**config.mk**
```make
export PLATFORM = sky130hd
export DESIGN_NAME = gpifs_top
export DESIGN_NICKNAME = d
export VERILOG_FILES = /design/src/hdl/gpifs_pkg.sv /design/src/hdl/gpifs_pin_route.sv /design/src/hdl/gpifs_top.sv
export SDC_FILE = /design/constraint.sdc
export NUM_CORES = 1
export LEC_CHECK = 0
export ABC_AREA = 1
export BUFFER_PORTS_ARGS = -buffer_cell sky130_fd_sc_hd__buf_2
export CAP_MARGIN = 20
export CORE_ASPECT_RATIO = 0.5
export CORE_MARGIN = 2
export CORE_UTILIZATION = 24
export DETAILED_ROUTE_END_ITERATION = 7
export SETUP_SLACK_MARGIN = 0.1
export SLEW_MARGIN = 25
export SYNTH_ARGS = -nofsm -noshare
export SYNTH_HDL_FRONTEND = slang
export SYNTH_HIERARCHICAL = 1
export SYNTH_SLANG_ARGS = --single-unit
```
**constraint.sdc**
```tcl
create_clock -name clk_in -period 2.2 [get_ports clk_in]
set_clock_uncertainty 0.2 [all_clocks]
set_input_delay 0.33 -clock clk_in [delete_from_list [all_inputs] [get_ports clk_in]]
set_output_delay 0.33 -clock clk_in [all_outputs]
set_load 0.02 [all_outputs]
```
**src/hdl/gpifs_pkg.sv**
```systemverilog
// Package for the pin input-function multiplexer: register map, selector codes and carrier types.
// Assumes a 32-bit AXI4-Lite register port and five general-purpose pins.
package gpifs_pkg;

  localparam int unsigned PIN_COUNT = 5;
  localparam int unsigned SEL_WIDTH = 3;
  localparam int unsigned ADDR_WIDTH = 8;
  localparam int unsigned DATA_WIDTH = 32;

  // Register byte offsets.
  localparam logic [7:0] PIN0_FUNC_OFFSET = 8'h00;
  localparam logic [7:0] PIN1_FUNC_OFFSET = 8'h04;
  localparam logic [7:0] PIN2_FUNC_OFFSET = 8'h08;
  localparam logic [7:0] PIN3_FUNC_OFFSET = 8'h0c;
  localparam logic [7:0] PIN4_FUNC_OFFSET = 8'h10;
  localparam logic [7:0] PIN_DIR_OFFSET = 8'h14;
  localparam logic [7:0] PIN_STATUS_OFFSET = 8'h18;
  localparam logic [7:0] OUT_ENABLE_OFFSET = 8'h1c;
  localparam logic [7:0] REF_SELECT_OFFSET = 8'h20;

  // Reset values.
  localparam logic [2:0] SEL_RESET = 3'h0;
  localparam logic [4:0] DIR_RESET = 5'h00;
  localparam logic [4:0] OE_RESET = 5'h1f;

  // Selector codes.
  localparam logic [2:0] SEL_STATUS = 3'h0;
  localparam logic [2:0] SEL_OUT_ENABLE = 3'h1;
  localparam logic [2:0] SEL_REF_SELECT = 3'h5;

  // Pins that may carry a manual reference select.
  localparam int unsigned FIRST_PLL_PIN = 2;
  localparam int unsigned SECOND_PLL_PIN = 3;

  // Direction bit value for an input pin.
  localparam logic DIR_INPUT = 1'b0;

  // AXI4-Lite responses.
  localparam logic [1:0] RESP_OKAY = 2'h0;
  localparam logic [1:0] RESP_SLVERR = 2'h2;

  typedef enum logic [1:0] {
    GPIFS_W_IDLE = 2'h1,
    GPIFS_W_RESP = 2'h2
  } gpifs_wstate_t;

  typedef struct packed {
    logic [PIN_COUNT-1:0] pin_input_status_bit;
    logic [PIN_COUNT-1:0] clock_output_enable;
    logic                 first_pll_manual_ref_select;
    logic                 second_pll_manual_ref_select;
  } gpifs_fabric_t;

endpackage

```
**src/hdl/gpifs_pin_route.sv**
```systemverilog
// One pin's input-function decode.
// Assumes the selector and direction are stable register values.
`timescale 1ns/1ns
`default_nettype none
module gpifs_pin_route #(
  parameter bit HAS_REF_SELECT = 1'b0
) (
  // Configuration.
  input  wire logic [2:0] sel_in,
  input  wire logic       dir_in,
  // Pin level and hold values.
  input  wire logic       pin_in,
  input  wire logic       status_hold_in,
  input  wire logic       oe_hold_in,
  input  wire logic       ref_hold_in,
  // Routed values.
  output logic            status_out,
  output logic            oe_out,
  output logic            ref_out
);
  logic as_input;

  assign as_input   = (dir_in == gpifs_pkg::DIR_INPUT);
  assign status_out = (as_input && sel_in == gpifs_pkg::SEL_STATUS) ? pin_in : status_hold_in;
  assign oe_out     = (as_input && sel_in == gpifs_pkg::SEL_OUT_ENABLE) ? pin_in : oe_hold_in;
  assign ref_out    = (HAS_REF_SELECT && as_input && sel_in == gpifs_pkg::SEL_REF_SELECT) ?
                      pin_in : ref_hold_in;
endmodule
`default_nettype wire

```
**src/hdl/gpifs_top.sv**
```systemverilog
// Input-function multiplexer for general-purpose pins 0 to 4 with an AXI4-Lite register port.
// Assumes pin levels synchronous to clk_in and a single-beat AXI4-Lite master.
//
// Added by the designer: the register addresses and register access over AXI4-Lite.
`timescale 1ns/1ns
`default_nettype none
module gpifs_top (
  // Clock and reset.
  input  wire logic                              clk_in,
  input  wire logic                              rst_n_in,
  // AXI4-Lite write address and data.
  input  wire logic [gpifs_pkg::ADDR_WIDTH-1:0]  s_axi_awaddr_in,
  input  wire logic                              s_axi_awvalid_in,
  output logic                                   s_axi_awready_out,
  input  wire logic [gpifs_pkg::DATA_WIDTH-1:0]  s_axi_wdata_in,
  input  wire logic [3:0]                        s_axi_wstrb_in,
  input  wire logic                              s_axi_wvalid_in,
  output logic                                   s_axi_wready_out,
  // AXI4-Lite write response.
  output logic [1:0]                             s_axi_bresp_out,
  output logic                                   s_axi_bvalid_out,
  input  wire logic                              s_axi_bready_in,
  // AXI4-Lite read.
  input  wire logic [gpifs_pkg::ADDR_WIDTH-1:0]  s_axi_araddr_in,
  input  wire logic                              s_axi_arvalid_in,
  output logic                                   s_axi_arready_out,
  output logic [gpifs_pkg::DATA_WIDTH-1:0]       s_axi_rdata_out,
  output logic [1:0]                             s_axi_rresp_out,
  output logic                                   s_axi_rvalid_out,
  input  wire logic                              s_axi_rready_in,
  // Pins and routed functions.
  input  wire logic [gpifs_pkg::PIN_COUNT-1:0]   pin_in,
  output gpifs_pkg::gpifs_fabric_t               fabric_out
);
  localparam int unsigned N = gpifs_pkg::PIN_COUNT;

  logic [2:0]              sel_reg [N];
  logic [N-1:0]            dir_reg;
  gpifs_pkg::gpifs_fabric_t fabric_next;
  logic [N-1:0]            ref_bit;

  gpifs_pkg::gpifs_wstate_t wstate_reg;
  logic                    aw_held_reg;
  logic                    w_held_reg;
  logic [7:0]              awaddr_reg;
  logic [31:0]             wdata_reg;
  logic [3:0]              wstrb_reg;
  logic                    do_write;
  logic [7:0]              wa;

  // Per-pin decode.
  for (genvar i = 0; i < N; i++) begin : g_pin
    gpifs_pin_route #(
      .HAS_REF_SELECT ((i == gpifs_pkg::FIRST_PLL_PIN) || (i == gpifs_pkg::SECOND_PLL_PIN))
    ) u_route (
      .sel_in         (sel_reg[i]),
      .dir_in         (dir_reg[i]),
      .pin_in         (pin_in[i]),
      .status_hold_in (fabric_out.pin_input_status_bit[i]),
      .oe_hold_in     (fabric_out.clock_output_enable[i]),
      .ref_hold_in    ((i == gpifs_pkg::FIRST_PLL_PIN) ? fabric_out.first_pll_manual_ref_select :
                       fabric_out.second_pll_manual_ref_select),
      .status_out     (fabric_next.pin_input_status_bit[i]),
      .oe_out         (fabric_next.clock_output_enable[i]),
      .ref_out        (ref_bit[i])
    );
  end

  assign fabric_next.first_pll_manual_ref_select  = ref_bit[gpifs_pkg::FIRST_PLL_PIN];
  assign fabric_next.second_pll_manual_ref_select = ref_bit[gpifs_pkg::SECOND_PLL_PIN];

  // Routed functions are registered so outputs come from flip-flops.
  always_ff @(posedge clk_in or negedge rst_n_in) begin
    if (!rst_n_in) begin
      fabric_out.pin_input_status_bit         <= '0;
      fabric_out.clock_output_enable          <= gpifs_pkg::OE_RESET;
      fabric_out.first_pll_manual_ref_select  <= 1'b0;
      fabric_out.second_pll_manual_ref_select <= 1'b0;
    end else begin
      fabric_out <= fabric_next;
    end
  end

  // Write channel: address and data taken in either order, response after both.
  assign wa       = aw_held_reg ? awaddr_reg : s_axi_awaddr_in;
  assign do_write = (wstate_reg == gpifs_pkg::GPIFS_W_IDLE) &&
                    (aw_held_reg || (s_axi_awvalid_in && s_axi_awready_out)) &&
                    (w_held_reg || (s_axi_wvalid_in && s_axi_wready_out));

  always_ff @(posedge clk_in or negedge rst_n_in) begin
    if (!rst_n_in) begin
      wstate_reg        <= gpifs_pkg::GPIFS_W_IDLE;
      aw_held_reg       <= 1'b0;
      w_held_reg        <= 1'b0;
      awaddr_reg        <= 8'h00;
      wdata_reg         <= 32'h0000_0000;
      wstrb_reg         <= 4'h0;
      s_axi_awready_out <= 1'b1;
      s_axi_wready_out  <= 1'b1;
      s_axi_bvalid_out  <= 1'b0;
      s_axi_bresp_out   <= gpifs_pkg::RESP_OKAY;
    end else begin
      case (wstate_reg)
        gpifs_pkg::GPIFS_W_IDLE: begin
          if (s_axi_awvalid_in && s_axi_awready_out) begin
            aw_held_reg       <= 1'b1;
            awaddr_reg        <= s_axi_awaddr_in;
            s_axi_awready_out <= 1'b0;
          end
          if (s_axi_wvalid_in && s_axi_wready_out) begin
            w_held_reg       <= 1'b1;
            wdata_reg        <= s_axi_wdata_in;
            wstrb_reg        <= s_axi_wstrb_in;
            s_axi_wready_out <= 1'b0;
          end
          if (do_write) begin
            aw_held_reg       <= 1'b0;
            w_held_reg        <= 1'b0;
            s_axi_awready_out <= 1'b0;
            s_axi_wready_out  <= 1'b0;
            s_axi_bvalid_out  <= 1'b1;
            s_axi_bresp_out   <= (wa <= gpifs_pkg::REF_SELECT_OFFSET && wa[1:0] == 2'h0) ?
                                 gpifs_pkg::RESP_OKAY : gpifs_pkg::RESP_SLVERR;
            wstate_reg        <= gpifs_pkg::GPIFS_W_RESP;
          end
        end
        gpifs_pkg::GPIFS_W_RESP: begin
          if (s_axi_bready_in) begin
            s_axi_bvalid_out  <= 1'b0;
            s_axi_awready_out <= 1'b1;
            s_axi_wready_out  <= 1'b1;
            wstate_reg        <= gpifs_pkg::GPIFS_W_IDLE;
          end
        end
        default: begin
          wstate_reg <= gpifs_pkg::GPIFS_W_IDLE;
        end
      endcase
    end
  end

  // Register writes; byte lane 0 carries every writable field.
  always_ff @(posedge clk_in or negedge rst_n_in) begin
    if (!rst_n_in) begin
      for (int k = 0; k < N; k++) begin
        sel_reg[k] <= gpifs_pkg::SEL_RESET;
      end
      dir_reg <= gpifs_pkg::DIR_RESET;
    end else if (do_write && (w_held_reg ? wstrb_reg[0] : s_axi_wstrb_in[0])) begin
      if (wa == gpifs_pkg::PIN0_FUNC_OFFSET) begin
        sel_reg[0] <= w_held_reg ? wdata_reg[2:0] : s_axi_wdata_in[2:0];
      end else if (wa == gpifs_pkg::PIN1_FUNC_OFFSET) begin
        sel_reg[1] <= w_held_reg ? wdata_reg[2:0] : s_axi_wdata_in[2:0];
      end else if (wa == gpifs_pkg::PIN2_FUNC_OFFSET) begin
        sel_reg[2] <= w_held_reg ? wdata_reg[2:0] : s_axi_wdata_in[2:0];
      end else if (wa == gpifs_pkg::PIN3_FUNC_OFFSET) begin
        sel_reg[3] <= w_held_reg ? wdata_reg[2:0] : s_axi_wdata_in[2:0];
      end else if (wa == gpifs_pkg::PIN4_FUNC_OFFSET) begin
        sel_reg[4] <= w_held_reg ? wdata_reg[2:0] : s_axi_wdata_in[2:0];
      end else if (wa == gpifs_pkg::PIN_DIR_OFFSET) begin
        dir_reg <= w_held_reg ? wdata_reg[N-1:0] : s_axi_wdata_in[N-1:0];
      end
    end
  end

  // Read channel: one-cycle answer after the address is taken.
  always_ff @(posedge clk_in or negedge rst_n_in) begin
    if (!rst_n_in) begin
      s_axi_arready_out <= 1'b1;
      s_axi_rvalid_out  <= 1'b0;
      s_axi_rdata_out   <= 32'h0000_0000;
      s_axi_rresp_out   <= gpifs_pkg::RESP_OKAY;
    end else if (s_axi_rvalid_out) begin
      if (s_axi_rready_in) begin
        s_axi_rvalid_out  <= 1'b0;
        s_axi_arready_out <= 1'b1;
      end
    end else if (s_axi_arvalid_in && s_axi_arready_out) begin
      s_axi_arready_out <= 1'b0;
      s_axi_rvalid_out  <= 1'b1;
      s_axi_rresp_out   <= gpifs_pkg::RESP_OKAY;
      s_axi_rdata_out   <= 32'h0000_0000;
      if (s_axi_araddr_in == gpifs_pkg::PIN0_FUNC_OFFSET) begin
        s_axi_rdata_out[2:0] <= sel_reg[0];
      end else if (s_axi_araddr_in == gpifs_pkg::PIN1_FUNC_OFFSET) begin
        s_axi_rdata_out[2:0] <= sel_reg[1];
      end else if (s_axi_araddr_in == gpifs_pkg::PIN2_FUNC_OFFSET) begin
        s_axi_rdata_out[2:0] <= sel_reg[2];
      end else if (s_axi_araddr_in == gpifs_pkg::PIN3_FUNC_OFFSET) begin
        s_axi_rdata_out[2:0] <= sel_reg[3];
      end else if (s_axi_araddr_in == gpifs_pkg::PIN4_FUNC_OFFSET) begin
        s_axi_rdata_out[2:0] <= sel_reg[4];
      end else if (s_axi_araddr_in == gpifs_pkg::PIN_DIR_OFFSET) begin
        s_axi_rdata_out[N-1:0] <= dir_reg;
      end else if (s_axi_araddr_in == gpifs_pkg::PIN_STATUS_OFFSET) begin
        s_axi_rdata_out[N-1:0] <= fabric_out.pin_input_status_bit;
      end else if (s_axi_araddr_in == gpifs_pkg::OUT_ENABLE_OFFSET) begin
        s_axi_rdata_out[N-1:0] <= fabric_out.clock_output_enable;
      end else if (s_axi_araddr_in == gpifs_pkg::REF_SELECT_OFFSET) begin
        s_axi_rdata_out[1:0] <= {fabric_out.second_pll_manual_ref_select,
                                 fabric_out.first_pll_manual_ref_select};
      end else begin
        s_axi_rresp_out <= gpifs_pkg::RESP_SLVERR;
      end
    end
  end

  // Reserved codes are software's duty; here they simply hold the routed values.
endmodule
`default_nettype wire

```
==> results of run 1 <==
-- area by class of cell --
type	instances	area [sq um]
Tap cell	192	240.2
Timing Repair Buffer	73	420.4
Fill cell	1503	9429
Multi-Input combinational cell	344	1585
Inverter	54	205.2
Sequential cell	62	1564
Clock buffer	13	250.2
Clock inverter	3	43.79
-- worst max-delay path, cell delays in order, from the launching register on --
cell,delay [ps]
dfrtp_2,470
o31ai_2,400
nand3_1,200
nor2_2,210
nand2_1,140
nor2_2,180
nand2_1,60
o21ai_0,70
-- report_power, final --
part / internal [W] / total (W) / switching (W)
sequential: 0.00149 / 0.00169 / 0.000208
clock: 0.000908 / 0.00141 / 0.000499
combinational: 0.000595 / 0.00158 / 0.000988
total: 0.00299 / 0.00468 / 0.00170
-- timing repair --
| action | CTS | global route |
|---|---|---|
| hold buffers | 1 | 0 |
| pin swaps | 0 | 7 |
| setup endpoints to repair | 8 | 22 |
| hold endpoints to repair | 12 | 0 |
| gates resized for setup | 1 | 16 |
| buffers inserted | 0 | 7 |
-- per-stage QoR --
stage | setup slack (ps) | instance area, sq um | hold slack (ps) | cells | utilization (%)
2_1_floorplan | 280.9 | 3533 | -165.6 | 493 | -
3_3_place_gp | 123.3 | 3899 | 32.41 | 717 | 28.38
3_5_place_dp | 96.66 | 3899 | 31.66 | 717 | 28.38
4_1_cts | 126.2 | 4207 | 5.952 | 734 | 30.62
5_1_grt | 42.96 | 4309 | 18.49 | 741 | 31.37
6_report | 188.8 | 4309 | 14.87 | 741 | 31.37
-- how the worst min path moves through the flow --
stage,start,endpoint,cells past startpoint
floorplan,rst_n_in,aw_held_reg,0
global placement,rst_n_in,awaddr_reg[0],1
detailed placement,rst_n_in,awaddr_reg[1],1
CTS,s_axi_awaddr_in[5],awaddr_reg[5],3
global route,s_axi_awaddr_in[3],awaddr_reg[3],3
finish,s_axi_awaddr_in[5],awaddr_reg[5],3
-- metal layers --
layer / share of wire, % / up-vias / track usage [%] / wire length [microns]
met1: 48 / 1426 / 14.84 / 4159
met4: 1.8 / 2 / 5.701 / 156
met2: 45 / 77 / 18.18 / 3857
met5: 0.081 / - / 0 / 7
met3: 5.2 / 14 / 3.866 / 445
li1: - / 1577 / - / -
-- layout by cell type (no fill, tap or decap), drive strengths merged, types with 2 or more instances in the layout --
cell and count:
clkbuf 13, nand2 146, clkinv 2, conb 29, dfrtp 53, inv 54, or2 4, a22oi 2
nand4 3, nor2 55, a21oi 15, o21ai 45, nand3 34, ha 2, o31ai 2, dfstp 9
buf 72
==> impl_metrics.json, run 1 <==
{
  "status": "completed",
  "power_leakage_nw": 2.172,
  "timing.final.crit_period_ps": 2011,
  "io_pins": 117,
  "finalSetupViolCount": 0,
  "finalSetupTns_ps": 0,
  "vdd_drop_max_mv": 0.3944,
  "path_clk_slew_ps": 50,
  "cp_max_fo": 6,
  "cp-end-kind": "register",
  "mappedNetlistArea_sq_um": 3428,
  "syn_area_per_cell_sq_um": 7.373,
  "p_total_w": 0.004685,
  "slew_viol_final": 0,
  "syn_inst": 465,
  "first_pass_iters": 6,
  "largest_reg_flops": 15,
  "cp.required_ps": 2250,
  "antenna_found_initial": 1,
  "critPathLaunchType": "register",
  "portBuffers": 57,
  "worstSetupStartpoint": "aw_held_reg",
  "start_util_pct": 24.95,
  "totalWireLength_microns": 8625,
  "yosysWarningCount": 6,
  "grt_pass1_wl_microns": 13840,
  "track_usage_pct": 11.68,
  "ant_nets": 0,
  "routed_via_density": 4.178,
  "final_hold_viol_count": 0,
  "root_buffer": "clkbuf_16",
  "cap_violations": 0,
  "r2r_setup_slack_ps": 190,
  "die_y_microns": 88.51,
  "core_sq_um": 13740,
  "drt-initial-drc-count": 163,
  "finalCritPeriodShare_pct": 91.42,
  "drc": 0,
  "clock-sinks": 62,
  "cts_buffers": 9,
  "reg2reg_from": "aw_held_reg",
  "setup.worst_path.class": "register to register",
  "crit_end": "sel_reg[11]",
  "clk_latency_ps": 330,
  "syn2layout_area_growth_pct": 25.69,
  "rsz0062_at_grt": "true",
  "htree_levels": 3,
  "cts_tree": "built",
  "gr-total-overflow": 0,
  "drive_gt1_share_pct": 22.40,
  "die_area_sq_um": 15310,
  "r2r_cells": 7,
  "place_congestion": 0.8649,
  "rows": 30,
  "antenna_cells": 0,
  "vias": 3096,
  "grt_max_degree": 42,
  "max_freq_mhz": 497.2,
  "final_nets": 610,
  "wl_per_cell_microns": 11.64,
  "fp.dieW_microns": 173.0,
  "dp_hpwl_microns": 6449,
  "grt_pass1_vias": 2844,
  "clockBufferDepth": 2,
  "cp.arrival_ps": 2060,
  "r2r-end": "sel_reg[11]",
  "power_density_nw_per_um2": 1087,
  "hp-class": "primary input to register"
}
Note: power is estimated with default switching activity, not from simulation.
==> inputs of run 2 (changes only) <==
CORE_MARGIN = 1   (was 2)
CORE_UTILIZATION = 51   (was 24)
PLACE_DENSITY = 0.81   (was not set)
REMOVE_ABC_BUFFERS = 1   (was not set)
==> run 2 against run 1 <==
Compared with the run above:
- sequential power about the same
- maximum frequency increased by 0.54%
- total power down 3.4%
- final area shrank 4.2%
- critical endpoint is now dir_reg[3]
- first-iteration DRC count is 74% higher
- largest cell class unchanged
==> impl_metrics.json, run 2 (synthesis gave the netlist of run 1 again) <==
{
  "seq_area_sq_um": 1564,
  "cts_tree": "built",
  "cap_violations": 0,
  "rows": 20,
  "cts_buffers": 9,
  "final_common_cell": "nand2_1",
  "htree_levels": 3,
  "cp.arrival_ps": 2000,
  "die_y_microns": 59.98,
  "core_sq_um": 6281,
  "hold_path_depth": 2,
  "portBuffers": 57,
  "drc": 0,
  "drt-initial-drc-count": 283,
  "largest_reg_flops": 15,
  "grt_pass1_vias": 2786,
  "slowest_delay_ps": 550,
  "final_cells": 630,
  "syn2layout_area_growth_pct": 20.44,
  "io_pins": 117,
  "holdWs_ps": 4.212,
  "gr-total-overflow": 0,
  "finalSetupTns_ps": 0,
  "vdd_drop_max_mv": 0.6952,
  "dp_hpwl_microns": 5565,
  "hp-class": "primary input to register",
  "r2r_cells": 10,
  "reg2reg_from": "wstate_reg[0]",
  "nFillCells": 538,
  "finalSetupViolCount": 0,
  "start_util_pct": 54.58,
  "min-delay-start": "s_axi_rready_in",
  "setup.worst_path.class": "register to register",
  "drive_gt1_share_pct": 21.22,
  "finalCritPeriodShare_pct": 90.92,
  "cp_max_fo": 5,
  "die_area_sq_um": 7074,
  "wl_per_cell_microns": 12.43,
  "cp_cell_sequence": "ha_4 -> inv_2 -> a21oi_2 -> o21ai_2 -> nor2_4 -> inv_2 -> nor2_4 -> nand2_4 -> nand2_1 -> o21ai_0",
  "track_usage_pct": 23.56,
  "fp.dieW_microns": 118.0,
  "final_hold_viol_count": 0,
  "dp_cells": 609,
  "clk_latency_ps": 330,
  "root_buffer": "clkbuf_16",
  "max_freq_mhz": 499.9,
  "antenna_cells": 0,
  "multi_input_area_sq_um": 1629,
  "final_util_pct": 65.74,
  "routed_via_density": 4.968,
  "tightest_slew_ps": 535.0,
  "ant_nets": 0,
  "grt_max_degree": 42,
  "antenna_found_initial": 0,
  "worst_path_max_delay_cell": "dfstp_2",
  "place_congestion": 0.9313,
  "power_leakage_nw": 2.151,
  "totalWireLength_microns": 7830,
  "rsz0062_at_grt": "false",
  "min_to": "s_axi_rvalid_out",
  "path_clk_slew_ps": 50,
  "r2r_setup_slack_ps": 200,
  "timing.final.crit_period_ps": 2000,
  "critPathLaunchType": "register",
  "vias": 3130,
  "power_density_nw_per_um2": 1096,
  "clock-sinks": 62,
  "grt_pass1_wl_microns": 12580,
  "relSlewSlack_pct": 64.33,
  "cp.required_ps": 2200,
  "final_nets": 603,
  "r2r-end": "dir_reg[3]",
  "cp-end-kind": "register",
  "first_pass_iters": 5,
  "slew_viol_final": 0,
  "clockBufferDepth": 2,
  "final_cell_mix": "144 x nand2_1, 57 x buf_2, 52 x dfrtp_1",
  "status": "completed"
}
## run 2: cell count changes in the layout (fill, tap and decap cells not counted), moves of 2 or more
cell	delta
o21ai_0	-2
o21ai_1	+3
buf_4	-8
inv_2	+2
nor2_2	-2
nand2_4	+2
clkbuf_1	+2
## run 2: worst max-delay path: cells and delay by family, from the launching register on
family	cells	cell delay, ps
AO/OA/AOI/OAI	3	300
AND/OR/NAND/NOR	4	550
flip-flops	1	550
buffers and inverters	2	110
adder cells (fa/ha/maj)	1	150
## run 2: where the power goes
part	total [W]	leakage [nW]	switching [W]	internal, W
Clock	0.00125	0.128	0.000461	0.000791
Sequential	0.00169	0.766	0.000202	0.00149
Combinational	0.00158	1.26	0.00104	0.000543
## run 2: routing by layer
layer	vias to the layer above	track usage, %	routed length [microns]
met5	-	0	0
met4	0	9.524	112
met3	12	7.252	605
met2	136	38.32	3503
met1	1423	30.01	3608
li1	1559	-	-
## run 2: through the flow
| stage | instance area, sq um | total power, W | setup slack (ps) |
|---|---|---|---|
| final | 4129 | 0.004523 | 199.7 |
| after global routing | 4129 | 0.004793 | 86.62 |
| after CTS | 4025 | 0.004382 | 64.91 |
| after detailed placement | 3739 | 0.003093 | 17.19 |
| after global placement | 3739 | 0.003030 | 125.6 |
| after floorplan | 3301 | 0.002601 | 276.6 |
## run 2: final cells by class
class,count,area share (%)
clock buffer,15,6.242
sequential,62,37.88
tap,88,2.667
multi-input combinational,345,39.45
clock inverter,1,0.1212
timing repair buffer,65,8.727
inverter,54,4.909
## run 2: repair_timing
action                                 4_1_cts  5_1_grt
gates cloned                                 1        0
pin swaps                                    1        5
resized for setup                            3       22
setup endpoints to repair                   15       22
setup buffers                                0        3
hold buffers                                 1        0
endpoints found under the hold margin       19        0
## run 2: how the worst max path moves through the flow
| stage | startpoint | endpoint | slack (ps) | cells after the start |
|---|---|---|---|---|
| after floorplan | wstate_reg[0] | sel_reg[0] | 280 | 10 |
| after global placement | aw_held_reg | sel_reg[11] | 130 | 6 |
| after detailed placement | aw_held_reg | sel_reg[11] | 20 | 6 |
| after CTS | aw_held_reg | sel_reg[11] | 60 | 7 |
| after global routing | wstate_reg[0] | dir_reg[3] | 90 | 10 |
| final | wstate_reg[0] | dir_reg[3] | 200 | 10 |
